### config.mk
export PLATFORM = sky130hd
export DESIGN_NAME = pulse_batch_controller
export DESIGN_NICKNAME = d
export VERILOG_FILES = /design/src/hw/pulse_batch_controller.v
export VERILOG_INCLUDE_DIRS = /design/src /design/src/hw
export SDC_FILE = /design/constraint.sdc
export NUM_CORES = 2
export LEC_CHECK = 0
export ABC_AREA = 1
export BUFFER_PORTS_ARGS = -buffer_cell sky130_fd_sc_hd__buf_2
export CORE_ASPECT_RATIO = 1.5
export CORE_MARGIN = 5
export CORE_UTILIZATION = 45
export DETAILED_ROUTE_END_ITERATION = 8
export PLACE_DENSITY_LB_ADDON = 0.25
export SLEW_MARGIN = 15
export SYNTH_ARGS = -nofsm -noshare
export SYNTH_HDL_FRONTEND = slang
export SYNTH_SLANG_ARGS = --single-unit
### constraint.sdc
create_clock -name hclk -period 35 [get_ports hclk]
set_clock_uncertainty 0.15 [all_clocks]
set_input_delay 5.25 -clock hclk [delete_from_list [all_inputs] [get_ports hclk]]
set_output_delay 5.25 -clock hclk [all_outputs]
set_load 0.01 [all_outputs]
### src/hw/pulse_batch_consts.vh
// pulse_batch_consts.vh: register offsets, field positions, limits, reset values and timing
// assumes inclusion by the batch controller and its bench; holds definitions and no logic
`ifndef PULSE_BATCH_CONSTS_VH
`define PULSE_BATCH_CONSTS_VH
// register byte offsets
`define REG_CTRL 8'h00
`define REG_SCALE 8'h04
`define REG_PRESET_A 8'h08
`define REG_PRESET_B 8'h0C
`define REG_PREWARN 8'h10
`define REG_ONTIME 8'h14
`define REG_RATE_WIN 8'h18
`define REG_LOCK 8'h1C
`define REG_UNLOCK 8'h20
`define REG_ACCESS 8'h24
`define REG_STATUS 8'h28
`define REG_AMOUNT 8'h2C
`define REG_SECOND 8'h30
`define REG_RATE 8'h34
`define REG_SERIAL 8'h38
// control fields
`define CTRL_DOWN 0
`define CTRL_AUX_LO 1
`define CTRL_AUX_HI 2
`define CTRL_SEC_SEL 3
`define CTRL_RU_LO 4
`define CTRL_RU_HI 5
`define CTRL_AN_SRC 6
`define CTRL_W 7
// scale divisor value low, decimal places above; lock open bit
`define SCALE_DP_LO 17
`define SCALE_DP_HI 19
`define LOCK_OPEN_BIT 17
// aux relay modes and rate units
`define AUX_PREWARN 2'h0
`define AUX_BATCHES 2'h1
`define AUX_GRAND 2'h2
`define RU_SEC 2'h0
`define RU_MIN 2'h1
`define RU_HOUR 2'h2
`define MULT_SEC 12'h001
`define MULT_MIN 12'h03C
`define MULT_HOUR 12'hE10
`define HUNDRED 7'h64
// serial config: unit address, bit rate code (0=300 .. 5=9600), parity (0 none, 1 odd, 2 even)
`define SER_ADDR_HI 7
`define SER_BAUD_LO 8
`define SER_BAUD_HI 10
`define SER_PAR_LO 11
`define SER_PAR_HI 12
`define SER_W 13
// limits
`define VAL_MAX 17'h1869F
`define DP_MAX 3'h4
`define ONTIME_MAX 14'h270F
`define WIN_MIN 5'h02
`define WIN_MAX 5'h18
`define ADDR_MIN 8'h01
`define ADDR_MAX 8'hF7
`define BAUD_MAX 3'h5
`define PAR_MAX 2'h2
`define RANGE_MAX 2'h2
`define DIV_STEPS 6'h2A
// reset values
`define CTRL_RST 7'h00
`define SCALE_RST 20'h00001
`define WIN_RST 5'h02
`define SER_RST 13'h0501
// timing
`define CLK_HZ 25000000
`define RATE_UPDATE_MS 1000
`define ONTIME_STEP_MS 10
`endif

### src/hw/pulse_batch_controller.v
// pulse_batch_controller.v: batch control core with AHB-Lite register slave
// assumes one clock hclk at 25 MHz; pins arrive asynchronously, nv store runs on hclk
`timescale 1ns/10ps
`include "pulse_batch_consts.vh"

module pulse_batch_controller #(
	parameter SEC_CYCLES = `CLK_HZ / 1000 * `RATE_UPDATE_MS,
	parameter STEP_CYCLES = `CLK_HZ / 1000 * `ONTIME_STEP_MS
) (
	// clock and reset
	input wire hclk,
	input wire hresetn,
	// ahb-lite slave
	input wire hsel,
	input wire [31:0] haddr,
	input wire [1:0] htrans,
	input wire hwrite,
	input wire [2:0] hsize,
	input wire [31:0] hwdata,
	input wire hready,
	output reg [31:0] hrdata_r,
	output reg hreadyout_r,
	output reg hresp_r,
	// field pins
	input wire pulse_in,
	input wire start_in,
	input wire stop_front_in,
	input wire stop_remote_in,
	// outputs
	output reg relay_batch_r,
	output reg relay_aux_r,
	output reg [16:0] analog_value_r,
	// non-volatile serial settings
	input wire nv_load,
	input wire [12:0] nv_cfg_in,
	output reg [12:0] nv_cfg_out_r,
	output reg nv_store_r
);
	// terminal counts cut to the counter widths on purpose
	localparam integer SEC_LAST_I = SEC_CYCLES - 1;
	localparam integer STEP_LAST_I = STEP_CYCLES - 1;
	localparam [24:0] SEC_LAST = SEC_LAST_I[24:0];
	localparam [17:0] STEP_LAST = STEP_LAST_I[17:0];
	localparam RS_IDLE = 1'b0;
	localparam RS_DIV = 1'b1;

	function [16:0] pow10;
		input [2:0] dp;
		begin
			case (dp)
				3'h0: pow10 = 17'h00001;
				3'h1: pow10 = 17'h0000A;
				3'h2: pow10 = 17'h00064;
				3'h3: pow10 = 17'h003E8;
				default: pow10 = 17'h02710;
			endcase
		end
	endfunction

	reg [3:0] s1_r, s2_r, s3_r, filt_r, filt_d_r;
	reg [6:0] ctrl_r;
	reg [19:0] scale_r;
	reg [16:0] preset_a_r, preset_b_r, prewarn_r, lock_code_r;
	reg [13:0] ontime_r, aux_tmr_r;
	reg [4:0] win_r;
	reg lock_open_r, unlocked_r, remote_r;
	reg [12:0] serial_r;
	reg wr_pend_r;
	reg [7:0] wa_r;
	reg [16:0] residue_r, delivered_r, batches_r, grand_r, cur_cnt_r, rate_r;
	reg running_r, done_r;
	reg [17:0] step_cnt_r;
	reg [24:0] sec_cnt_r;
	reg [16:0] ring [0:23];
	reg [4:0] ptr_r, fill_r;
	reg [21:0] sum_r;
	reg rs_r;
	reg [41:0] num_r, quo_r;
	reg [12:0] rem_r;
	reg [11:0] dvs_r;
	reg [5:0] dstep_r;
	reg [1:0] rk_r, rate_dp_r;
	reg [31:0] rd_nxt;
	reg [11:0] mult;

	// pin filter: a level moves once stages two and three agree
	wire [3:0] agree = ~(s2_r ^ s3_r);
	wire [3:0] rise = filt_r & ~filt_d_r;
	always @(posedge hclk or negedge hresetn) begin
		if (!hresetn) begin
			s1_r <= 4'h0;
			s2_r <= 4'h0;
			s3_r <= 4'h0;
			filt_r <= 4'h0;
			filt_d_r <= 4'h0;
		end else begin
			s1_r <= {stop_remote_in, stop_front_in, start_in, pulse_in};
			s2_r <= s1_r;
			s3_r <= s2_r;
			filt_r <= (agree & s3_r) | (~agree & filt_r);
			filt_d_r <= filt_r;
		end
	end

	// bus decode; zero wait states, so the read word is caught in the address phase
	wire acc = hsel & htrans[1] & hready;
	wire locked = (lock_code_r != 17'h0) & ~unlocked_r;
	wire cfg_ok = ~remote_r & ~locked;
	wire set_ok = remote_r | ~locked | lock_open_r;
	wire [1:0] aux_mode = ctrl_r[`CTRL_AUX_HI:`CTRL_AUX_LO];
	wire [16:0] sdiv = scale_r[16:0];
	wire [2:0] sdp = scale_r[`SCALE_DP_HI:`SCALE_DP_LO];
	wire [16:0] remain_down = (delivered_r >= preset_a_r) ? 17'h0 : preset_a_r - delivered_r;
	wire [16:0] amount = ctrl_r[`CTRL_DOWN] ? remain_down : delivered_r;
	wire [16:0] second = ctrl_r[`CTRL_SEC_SEL] ? grand_r : batches_r;

	always @* begin
		rd_nxt = 32'h0;
		case (haddr[7:0])
			`REG_CTRL: rd_nxt = {25'h0, ctrl_r};
			`REG_SCALE: rd_nxt = {12'h0, scale_r};
			`REG_PRESET_A: rd_nxt = {15'h0, preset_a_r};
			`REG_PRESET_B: rd_nxt = {15'h0, preset_b_r};
			`REG_PREWARN: rd_nxt = {15'h0, prewarn_r};
			`REG_ONTIME: rd_nxt = {18'h0, ontime_r};
			`REG_RATE_WIN: rd_nxt = {27'h0, win_r};
			`REG_LOCK: rd_nxt = {14'h0, lock_open_r, 17'h0};
			`REG_ACCESS: rd_nxt = {31'h0, remote_r};
			`REG_STATUS: rd_nxt = {25'h0, rate_dp_r, locked, done_r, running_r, relay_aux_r, relay_batch_r};
			`REG_AMOUNT: rd_nxt = {15'h0, amount};
			`REG_SECOND: rd_nxt = {15'h0, second};
			`REG_RATE: rd_nxt = {15'h0, rate_r};
			`REG_SERIAL: rd_nxt = {19'h0, serial_r};
			default: rd_nxt = 32'h0;
		endcase
	end

	// register writes land in the data phase; out-of-range values are dropped whole, control words are not range-checked
	always @(posedge hclk or negedge hresetn) begin
		if (!hresetn) begin
			hrdata_r <= 32'h0;
			hreadyout_r <= 1'b1;
			hresp_r <= 1'b0;
			wr_pend_r <= 1'b0;
			wa_r <= 8'h00;
			ctrl_r <= `CTRL_RST;
			scale_r <= `SCALE_RST;
			preset_a_r <= 17'h0;
			preset_b_r <= 17'h0;
			prewarn_r <= 17'h0;
			ontime_r <= 14'h0;
			win_r <= `WIN_RST;
			lock_code_r <= 17'h0;
			lock_open_r <= 1'b0;
			unlocked_r <= 1'b0;
			remote_r <= 1'b0;
			serial_r <= `SER_RST;
			nv_store_r <= 1'b0;
			nv_cfg_out_r <= `SER_RST;
		end else begin
			hreadyout_r <= 1'b1;
			hresp_r <= 1'b0;
			nv_store_r <= 1'b0;
			nv_cfg_out_r <= serial_r;
			wr_pend_r <= acc & hwrite;
			if (acc) wa_r <= haddr[7:0];
			if (acc && !hwrite) hrdata_r <= rd_nxt;
			if (nv_load) serial_r <= nv_cfg_in;
			if (wr_pend_r) begin
				case (wa_r)
					`REG_CTRL: if (cfg_ok) ctrl_r <= hwdata[`CTRL_W-1:0];
					`REG_SCALE:
						if (cfg_ok && hwdata[16:0] != 17'h0 && hwdata[16:0] <= `VAL_MAX &&
							hwdata[`SCALE_DP_HI:`SCALE_DP_LO] <= `DP_MAX)
							scale_r <= hwdata[19:0];
					`REG_PRESET_A: if (set_ok && hwdata[16:0] <= `VAL_MAX) preset_a_r <= hwdata[16:0];
					`REG_PRESET_B: if (set_ok && hwdata[16:0] <= `VAL_MAX) preset_b_r <= hwdata[16:0];
					`REG_PREWARN: if (set_ok && hwdata[16:0] <= `VAL_MAX) prewarn_r <= hwdata[16:0];
					`REG_ONTIME: if (set_ok && hwdata[13:0] <= `ONTIME_MAX) ontime_r <= hwdata[13:0];
					`REG_RATE_WIN:
						if (cfg_ok && hwdata[4:0] >= `WIN_MIN && hwdata[4:0] <= `WIN_MAX)
							win_r <= hwdata[4:0];
					`REG_LOCK:
						if (cfg_ok) begin
							lock_code_r <= hwdata[16:0];
							lock_open_r <= hwdata[`LOCK_OPEN_BIT];
							unlocked_r <= 1'b0;
						end
					`REG_UNLOCK: unlocked_r <= (hwdata[16:0] == lock_code_r);
					`REG_ACCESS: remote_r <= hwdata[0];
					`REG_SERIAL:
						if (cfg_ok && hwdata[`SER_ADDR_HI:0] >= `ADDR_MIN && hwdata[`SER_ADDR_HI:0] <= `ADDR_MAX &&
							hwdata[`SER_BAUD_HI:`SER_BAUD_LO] <= `BAUD_MAX &&
							hwdata[`SER_PAR_HI:`SER_PAR_LO] <= `PAR_MAX) begin
							serial_r <= hwdata[`SER_W-1:0];
							nv_store_r <= 1'b1;
						end
					default: ;
				endcase
			end
		end
	end

	// scaling: each pulse adds 10^dp, every whole divisor taken out is one unit
	// one unit per cycle, so a tiny divisor at high pulse rates lags before it drains
	wire unit_tick = (residue_r >= sdiv);
	wire [16:0] res_add = rise[0] ? pow10(sdp) : 17'h0;
	wire [16:0] res_sub = unit_tick ? sdiv : 17'h0;
	always @(posedge hclk or negedge hresetn) begin
		if (!hresetn)
			residue_r <= 17'h0;
		else
			residue_r <= residue_r + res_add - res_sub;
	end

	// batch sequencing and aux relay
	wire start_ok = rise[1] & ~filt_r[2] & ~filt_r[3];
	wire [16:0] del_inc = (unit_tick && delivered_r != `VAL_MAX) ? delivered_r + 17'h1 : delivered_r;
	wire complete = running_r & (del_inc >= preset_a_r);
	wire [16:0] remain = complete ? 17'h0 : preset_a_r - del_inc;
	wire [16:0] bc_inc = batches_r + 17'h1;
	wire [16:0] gt_inc = grand_r + 17'h1;
	wire fire_bc = complete & (aux_mode == `AUX_BATCHES) & (bc_inc >= preset_b_r);
	wire fire_gt = running_r & unit_tick & (aux_mode == `AUX_GRAND) & (gt_inc >= preset_b_r);
	always @(posedge hclk or negedge hresetn) begin
		if (!hresetn) begin
			running_r <= 1'b0;
			done_r <= 1'b0;
			relay_batch_r <= 1'b0;
			relay_aux_r <= 1'b0;
			delivered_r <= 17'h0;
			batches_r <= 17'h0;
			grand_r <= 17'h0;
			aux_tmr_r <= 14'h0;
			step_cnt_r <= 18'h0;
		end else begin
			// timed aux output counts down in 10 ms steps
			if (aux_tmr_r != 14'h0) begin
				if (step_cnt_r == STEP_LAST) begin
					step_cnt_r <= 18'h0;
					aux_tmr_r <= aux_tmr_r - 14'h1;
					if (aux_tmr_r == 14'h1) relay_aux_r <= 1'b0;
				end else
					step_cnt_r <= step_cnt_r + 18'h1;
			end
			if (running_r) begin
				delivered_r <= del_inc;
				if (unit_tick) grand_r <= gt_inc;
				if (complete) begin
					running_r <= 1'b0;
					relay_batch_r <= 1'b0;
					done_r <= 1'b1;
					batches_r <= bc_inc;
				end
				if (aux_mode == `AUX_PREWARN && remain <= prewarn_r) relay_aux_r <= 1'b0;
			end
			if (fire_bc || fire_gt) begin
				relay_aux_r <= 1'b1;
				if (ontime_r != 14'h0) begin
					aux_tmr_r <= ontime_r;
					step_cnt_r <= 18'h0;
					if (fire_bc) batches_r <= 17'h0;
					else grand_r <= 17'h0;
				end
			end
			if (rise[2]) begin
				if (running_r) begin
					running_r <= 1'b0;
					relay_batch_r <= 1'b0;
					if (aux_mode == `AUX_PREWARN) relay_aux_r <= 1'b0;
				end else begin
					delivered_r <= 17'h0;
					done_r <= 1'b0;
					relay_aux_r <= 1'b0;
					aux_tmr_r <= 14'h0;
				end
			end else if (rise[3]) begin
				if (running_r) begin
					running_r <= 1'b0;
					relay_batch_r <= 1'b0;
					if (aux_mode == `AUX_PREWARN) relay_aux_r <= 1'b0;
				end else begin
					delivered_r <= 17'h0;
					done_r <= 1'b0;
				end
			end else if (start_ok && !running_r) begin
				running_r <= 1'b1;
				relay_batch_r <= 1'b1;
				if (done_r) begin
					delivered_r <= 17'h0;
					done_r <= 1'b0;
				end
				if (aux_mode == `AUX_PREWARN) relay_aux_r <= 1'b1;
			end
		end
	end

	// per-second unit counts kept in a ring; the window sum drops the oldest entry
	wire sec_tick = (sec_cnt_r == SEC_LAST);
	wire [4:0] old_idx = (ptr_r >= win_r) ? ptr_r - win_r : ptr_r + 5'd24 - win_r;
	wire [16:0] old_val = (fill_r >= win_r) ? ring[old_idx] : 17'h0;
	always @(posedge hclk) begin
		if (sec_tick) ring[ptr_r] <= cur_cnt_r;
	end

	always @* begin
		case (ctrl_r[`CTRL_RU_HI:`CTRL_RU_LO])
			`RU_MIN: mult = `MULT_MIN;
			`RU_HOUR: mult = `MULT_HOUR;
			default: mult = `MULT_SEC;
		endcase
	end

	// rate in hundredths, divided by window; the divisor grows tenfold, at most twice, while over five digits
	wire [21:0] sum_nxt = sum_r + {5'h0, cur_cnt_r} - {5'h0, old_val};
	wire [41:0] num_nxt = sum_nxt * mult * `HUNDRED;
	wire [12:0] rs = {rem_r[11:0], quo_r[41]};
	wire rge = (rs >= {1'b0, dvs_r});
	wire [41:0] q_fin = {quo_r[40:0], rge};
	wire [14:0] dvs_x10 = {dvs_r[11:0], 3'h0} + {2'h0, dvs_r[11:0], 1'b0};
	always @(posedge hclk or negedge hresetn) begin
		if (!hresetn) begin
			sec_cnt_r <= 25'h0;
			cur_cnt_r <= 17'h0;
			ptr_r <= 5'h0;
			fill_r <= 5'h0;
			sum_r <= 22'h0;
			rs_r <= RS_IDLE;
			num_r <= 42'h0;
			quo_r <= 42'h0;
			rem_r <= 13'h0;
			dvs_r <= 12'h0;
			dstep_r <= 6'h0;
			rk_r <= 2'h0;
			rate_r <= 17'h0;
			rate_dp_r <= 2'h2;
		end else begin
			sec_cnt_r <= sec_tick ? 25'h0 : sec_cnt_r + 25'h1;
			if (sec_tick)
				cur_cnt_r <= unit_tick ? 17'h1 : 17'h0;
			else if (unit_tick && cur_cnt_r != `VAL_MAX)
				cur_cnt_r <= cur_cnt_r + 17'h1;
			if (wr_pend_r && wa_r == `REG_RATE_WIN) begin
				fill_r <= 5'h0; // window change restarts the average
				sum_r <= 22'h0;
			end else if (sec_tick) begin
				ptr_r <= (ptr_r == 5'd23) ? 5'h0 : ptr_r + 5'h1;
				if (fill_r < `WIN_MAX) fill_r <= fill_r + 5'h1;
				sum_r <= sum_nxt;
			end
			case (rs_r)
				RS_IDLE:
					if (sec_tick) begin
						num_r <= num_nxt;
						quo_r <= num_nxt;
						rem_r <= 13'h0;
						dvs_r <= {7'h0, win_r};
						dstep_r <= `DIV_STEPS;
						rk_r <= 2'h0;
						rs_r <= RS_DIV;
					end
				RS_DIV: begin
					quo_r <= q_fin;
					rem_r <= rge ? rs - {1'b0, dvs_r} : rs;
					dstep_r <= dstep_r - 6'h1;
					if (dstep_r == 6'h1) begin
						if (q_fin > {25'h0, `VAL_MAX} && rk_r != `RANGE_MAX) begin
							rk_r <= rk_r + 2'h1;
							dvs_r <= dvs_x10[11:0];
							quo_r <= num_r;
							rem_r <= 13'h0;
							dstep_r <= `DIV_STEPS;
						end else begin
							rate_r <= (q_fin > {25'h0, `VAL_MAX}) ? `VAL_MAX : q_fin[16:0];
							rate_dp_r <= `RANGE_MAX - rk_r;
							rs_r <= RS_IDLE;
						end
					end
				end
				default: rs_r <= RS_IDLE;
			endcase
		end
	end

	// analog value source
	always @(posedge hclk or negedge hresetn) begin
		if (!hresetn)
			analog_value_r <= 17'h0;
		else
			analog_value_r <= ctrl_r[`CTRL_AN_SRC] ? amount : rate_r;
	end
endmodule // pulse_batch_controller

==> flow_summary.yaml <==
run_status:
  status: "finished, final reports clean"
critical_path:
  r2r_slack_ns: 20.51
  critPathCapture: "quo_r[40]"
  timing.rr.end: "quo_r[40]"
  crit_fanout: 64
  cp_data_arrival_time_ns: 14.99
  max_stage_delay_ns: 0.64
  crit_family: "adder cells"
  start_kind: "flop"
  critPathCaptureType: "flop"
  path_buf_inv: 11
  crit_top_cell: "inv_1"
  critPathLaunch: "win_r[1]"
  crit_required_ns: 35.50
  reg2regPathDepth: 53
  rr_startpoint: "win_r[1]"
  setup.worst_path.class: "flop to flop"
  worst-path-stages: 53
  worst_path_max_delay_cell: "nor4_1"
global_route:
  grt_max_degree: 110
  grt_pass1_wl_um: 266000
  grt_overflow_total: 0
  antenna_found_initial: 12
  grt_pass1_vias: 47756
  grt_util_all_layers: 0.239
die:
  core_area_um2: 132000
  die_x_um: 307
  die_h_um: 456
  start_util: 0.453
  num_rows: 163
  die_area_um2: 140000
  io_pins: 159
final_layout:
  drive_above_1_share: 0.0576
  areaGrowthSynthToFinish_pct: 9.15
  final_nets: 7726
  final_area_um2: 65000
  fillers: 12457
synthesis:
  ys_seq_area_frac: 0.425
  netlist.area_leader.share: 0.215
  synth_top_area_cell: "dfrtp_1"
  ys_dominant_reg_cell: "dfrtp_1"
  async_flop_share: 0.561
  synth.top_cells.by_count: "nand2_1, inv_1, dfrtp_1, nor2_1, nand3_1"
  netlist_instances: 6990
  yosys_warnings: 0
  synth_most_common_cell: "nand2_1"
  syn_area_per_cell_um2: 8.52
  ys_types: 68
  ys_ff_latch: 929
  syn_area_um2: 59600
  synth_edf_count: 408
  ys_top_cells_by_area: "dfrtp_1, edfxtp_1, nand2_1, ha_1, inv_1"
timing:
  setup_tns_ns: 0
  timing.final.crit_share: 0.414
  fmax_ghz: 0.0690
  finalSetupViolCount: 0
  hold_viol_final: 0
  relSlewSlack: 0.231
  period_minus_slack_ns: 14.49
  rsz0062_at_grt: "no"
  maxSlewViolCount: 0
  tightest_slew_ns: 1.15
drt:
  via_per_inst: 5.49
  finalWirelength_um: 171000
  first_pass_iters: 7
  drtAntennaViolNets: 0
  drc_errors: 0
  wl_per_cell_um: 19.3
  drtIter0Drc: 3941
  vias: 48522
clocking:
  cts_setup_buffers: 0
  clock_sinks: 929
  ctsHoldBuffers: 0
  clock_path_buffers: 3
  cts_resized: 0
  clock_latency_ns: 0.72
  ctsRootBufferMaster: "clkbuf_16"
  clk_pin_slew_worst_paths_ns: 0.06
  cts_tree: "yes"
  htreeDepth: 3
  cts-buffers-inserted: 92
placement:
  gp_congestion: 0.980
  hpwl_um: 126000
  placed_cell_area_um2: 61800
  io_buffers: 104
pwr:
  peakVddDrop_mv: 0.107
  p_per_area_nw_per_um2: 55.1
  p_leak_nw: 30.9
job:
  maxCapViolations: 0
min_path:
  min_path_cells: 0
  min_path_type: "flop to flop"
[cell families after synthesis]
kind of cell	after synthesis	synth area share
AND/OR/NAND/NOR	2838	0.201
buffers and inverters	1281	0.0831
AO/OA/AOI/OAI	1107	0.109
flip-flops	929	0.425
adder cells (fa/ha/maj)	614	0.150
XOR/XNOR	214	0.0317
multiplexers	5	0.000945
other	2	0.000126
[metrics by stage]
stage / total power (W) / hold slack [ns] / cells / setup WS (ns) / util
2_1_floorplan: 0.00220 / 0.181 / 7002 / 23.77 / -
3_3_place_gp: 0.00252 / 0.183 / 8662 / 20.56 / 0.470
3_5_place_dp: 0.00254 / 0.186 / 8662 / 20.54 / 0.470
4_1_cts: 0.00360 / 0.197 / 8835 / 20.53 / 0.494
5_1_grt: 0.00381 / 0.205 / 8836 / 19.69 / 0.494
6_report: 0.00359 / 0.193 / 8841 / 20.51 / 0.494
[sequential cells by signal (all words and copies together) (netlist names), 18 cells and up, named ones only]
register,count
sum_r,22
quo_r,42
ring,408
hrdata_r,20
scale_r,20
step_cnt_r,18
num_r,39
sec_cnt_r,25
[area by class of cell]
type,instances,area (um2),share of cell area
antenna,6,15.0,0.000231
tap,1732,2170,0.0333
clock inverter,56,667,0.0103
multi-input combinational,4792,29400,0.453
inverter,1050,3950,0.0607
clock buffer,117,2560,0.0393
timing repair buffer,159,943,0.0145
sequential,929,25300,0.389
[cells in the final DEF (no fill, tap or decap), types with 10 or more instances in the layout]
cell type,count
o22ai_1,74
clkbuf_1,11
nor3_1,100
o21ai_0,434
o21bai_1,16
nor2_1,440
a22oi_1,20
conb_1,14
nor2_2,16
buf_4,55
ha_1,444
a21oi_1,304
o2111ai_1,12
nand3_1,446
dfrtp_1,511
buf_2,103
inv_1,1033
o211ai_1,74
xnor2_1,51
or2_2,22
clkinv_2,21
nand4_1,102
clkinv_1,15
nand3b_1,24
nand2_1,1618
clkbuf_8,12
o21a_1,10
edfxtp_1,408
a21o_1,34
a31oi_1,18
nor4_1,36
xor2_1,161
o21ai_1,19
a32o_1,49
fa_1,164
clkbuf_16,94
[worst min-delay path by stage]
stage	slack, ns	start	end
after global routing	0.21	s1_r[3]	s2_r[3]
final	0.19	s1_r[0]	s2_r[0]
after detailed placement	0.19	s1_r[0]	s2_r[0]
after global placement	0.18	s1_r[0]	s2_r[0]
after floorplan	0.18	s1_r[0]	s2_r[0]
after CTS	0.20	s1_r[0]	s2_r[0]
[power by group]
part | total (W) | switching (W) | internal, W
clock network | 0.00106 | 0.000462 | 0.000593
logic | 0.00125 | 0.000809 | 0.000439
registers | 0.00128 | 0.0000733 | 0.00121
[metal layers]
metal,track usage,vias up,share of wire
met5,0,-,0.000076
met4,0.120,2,0.057
met3,0.0366,438,0.060
met2,0.411,1508,0.49
met1,0.291,23370,0.39
li1,-,23204,-
Note: power is estimated with default switching activity, not from simulation.
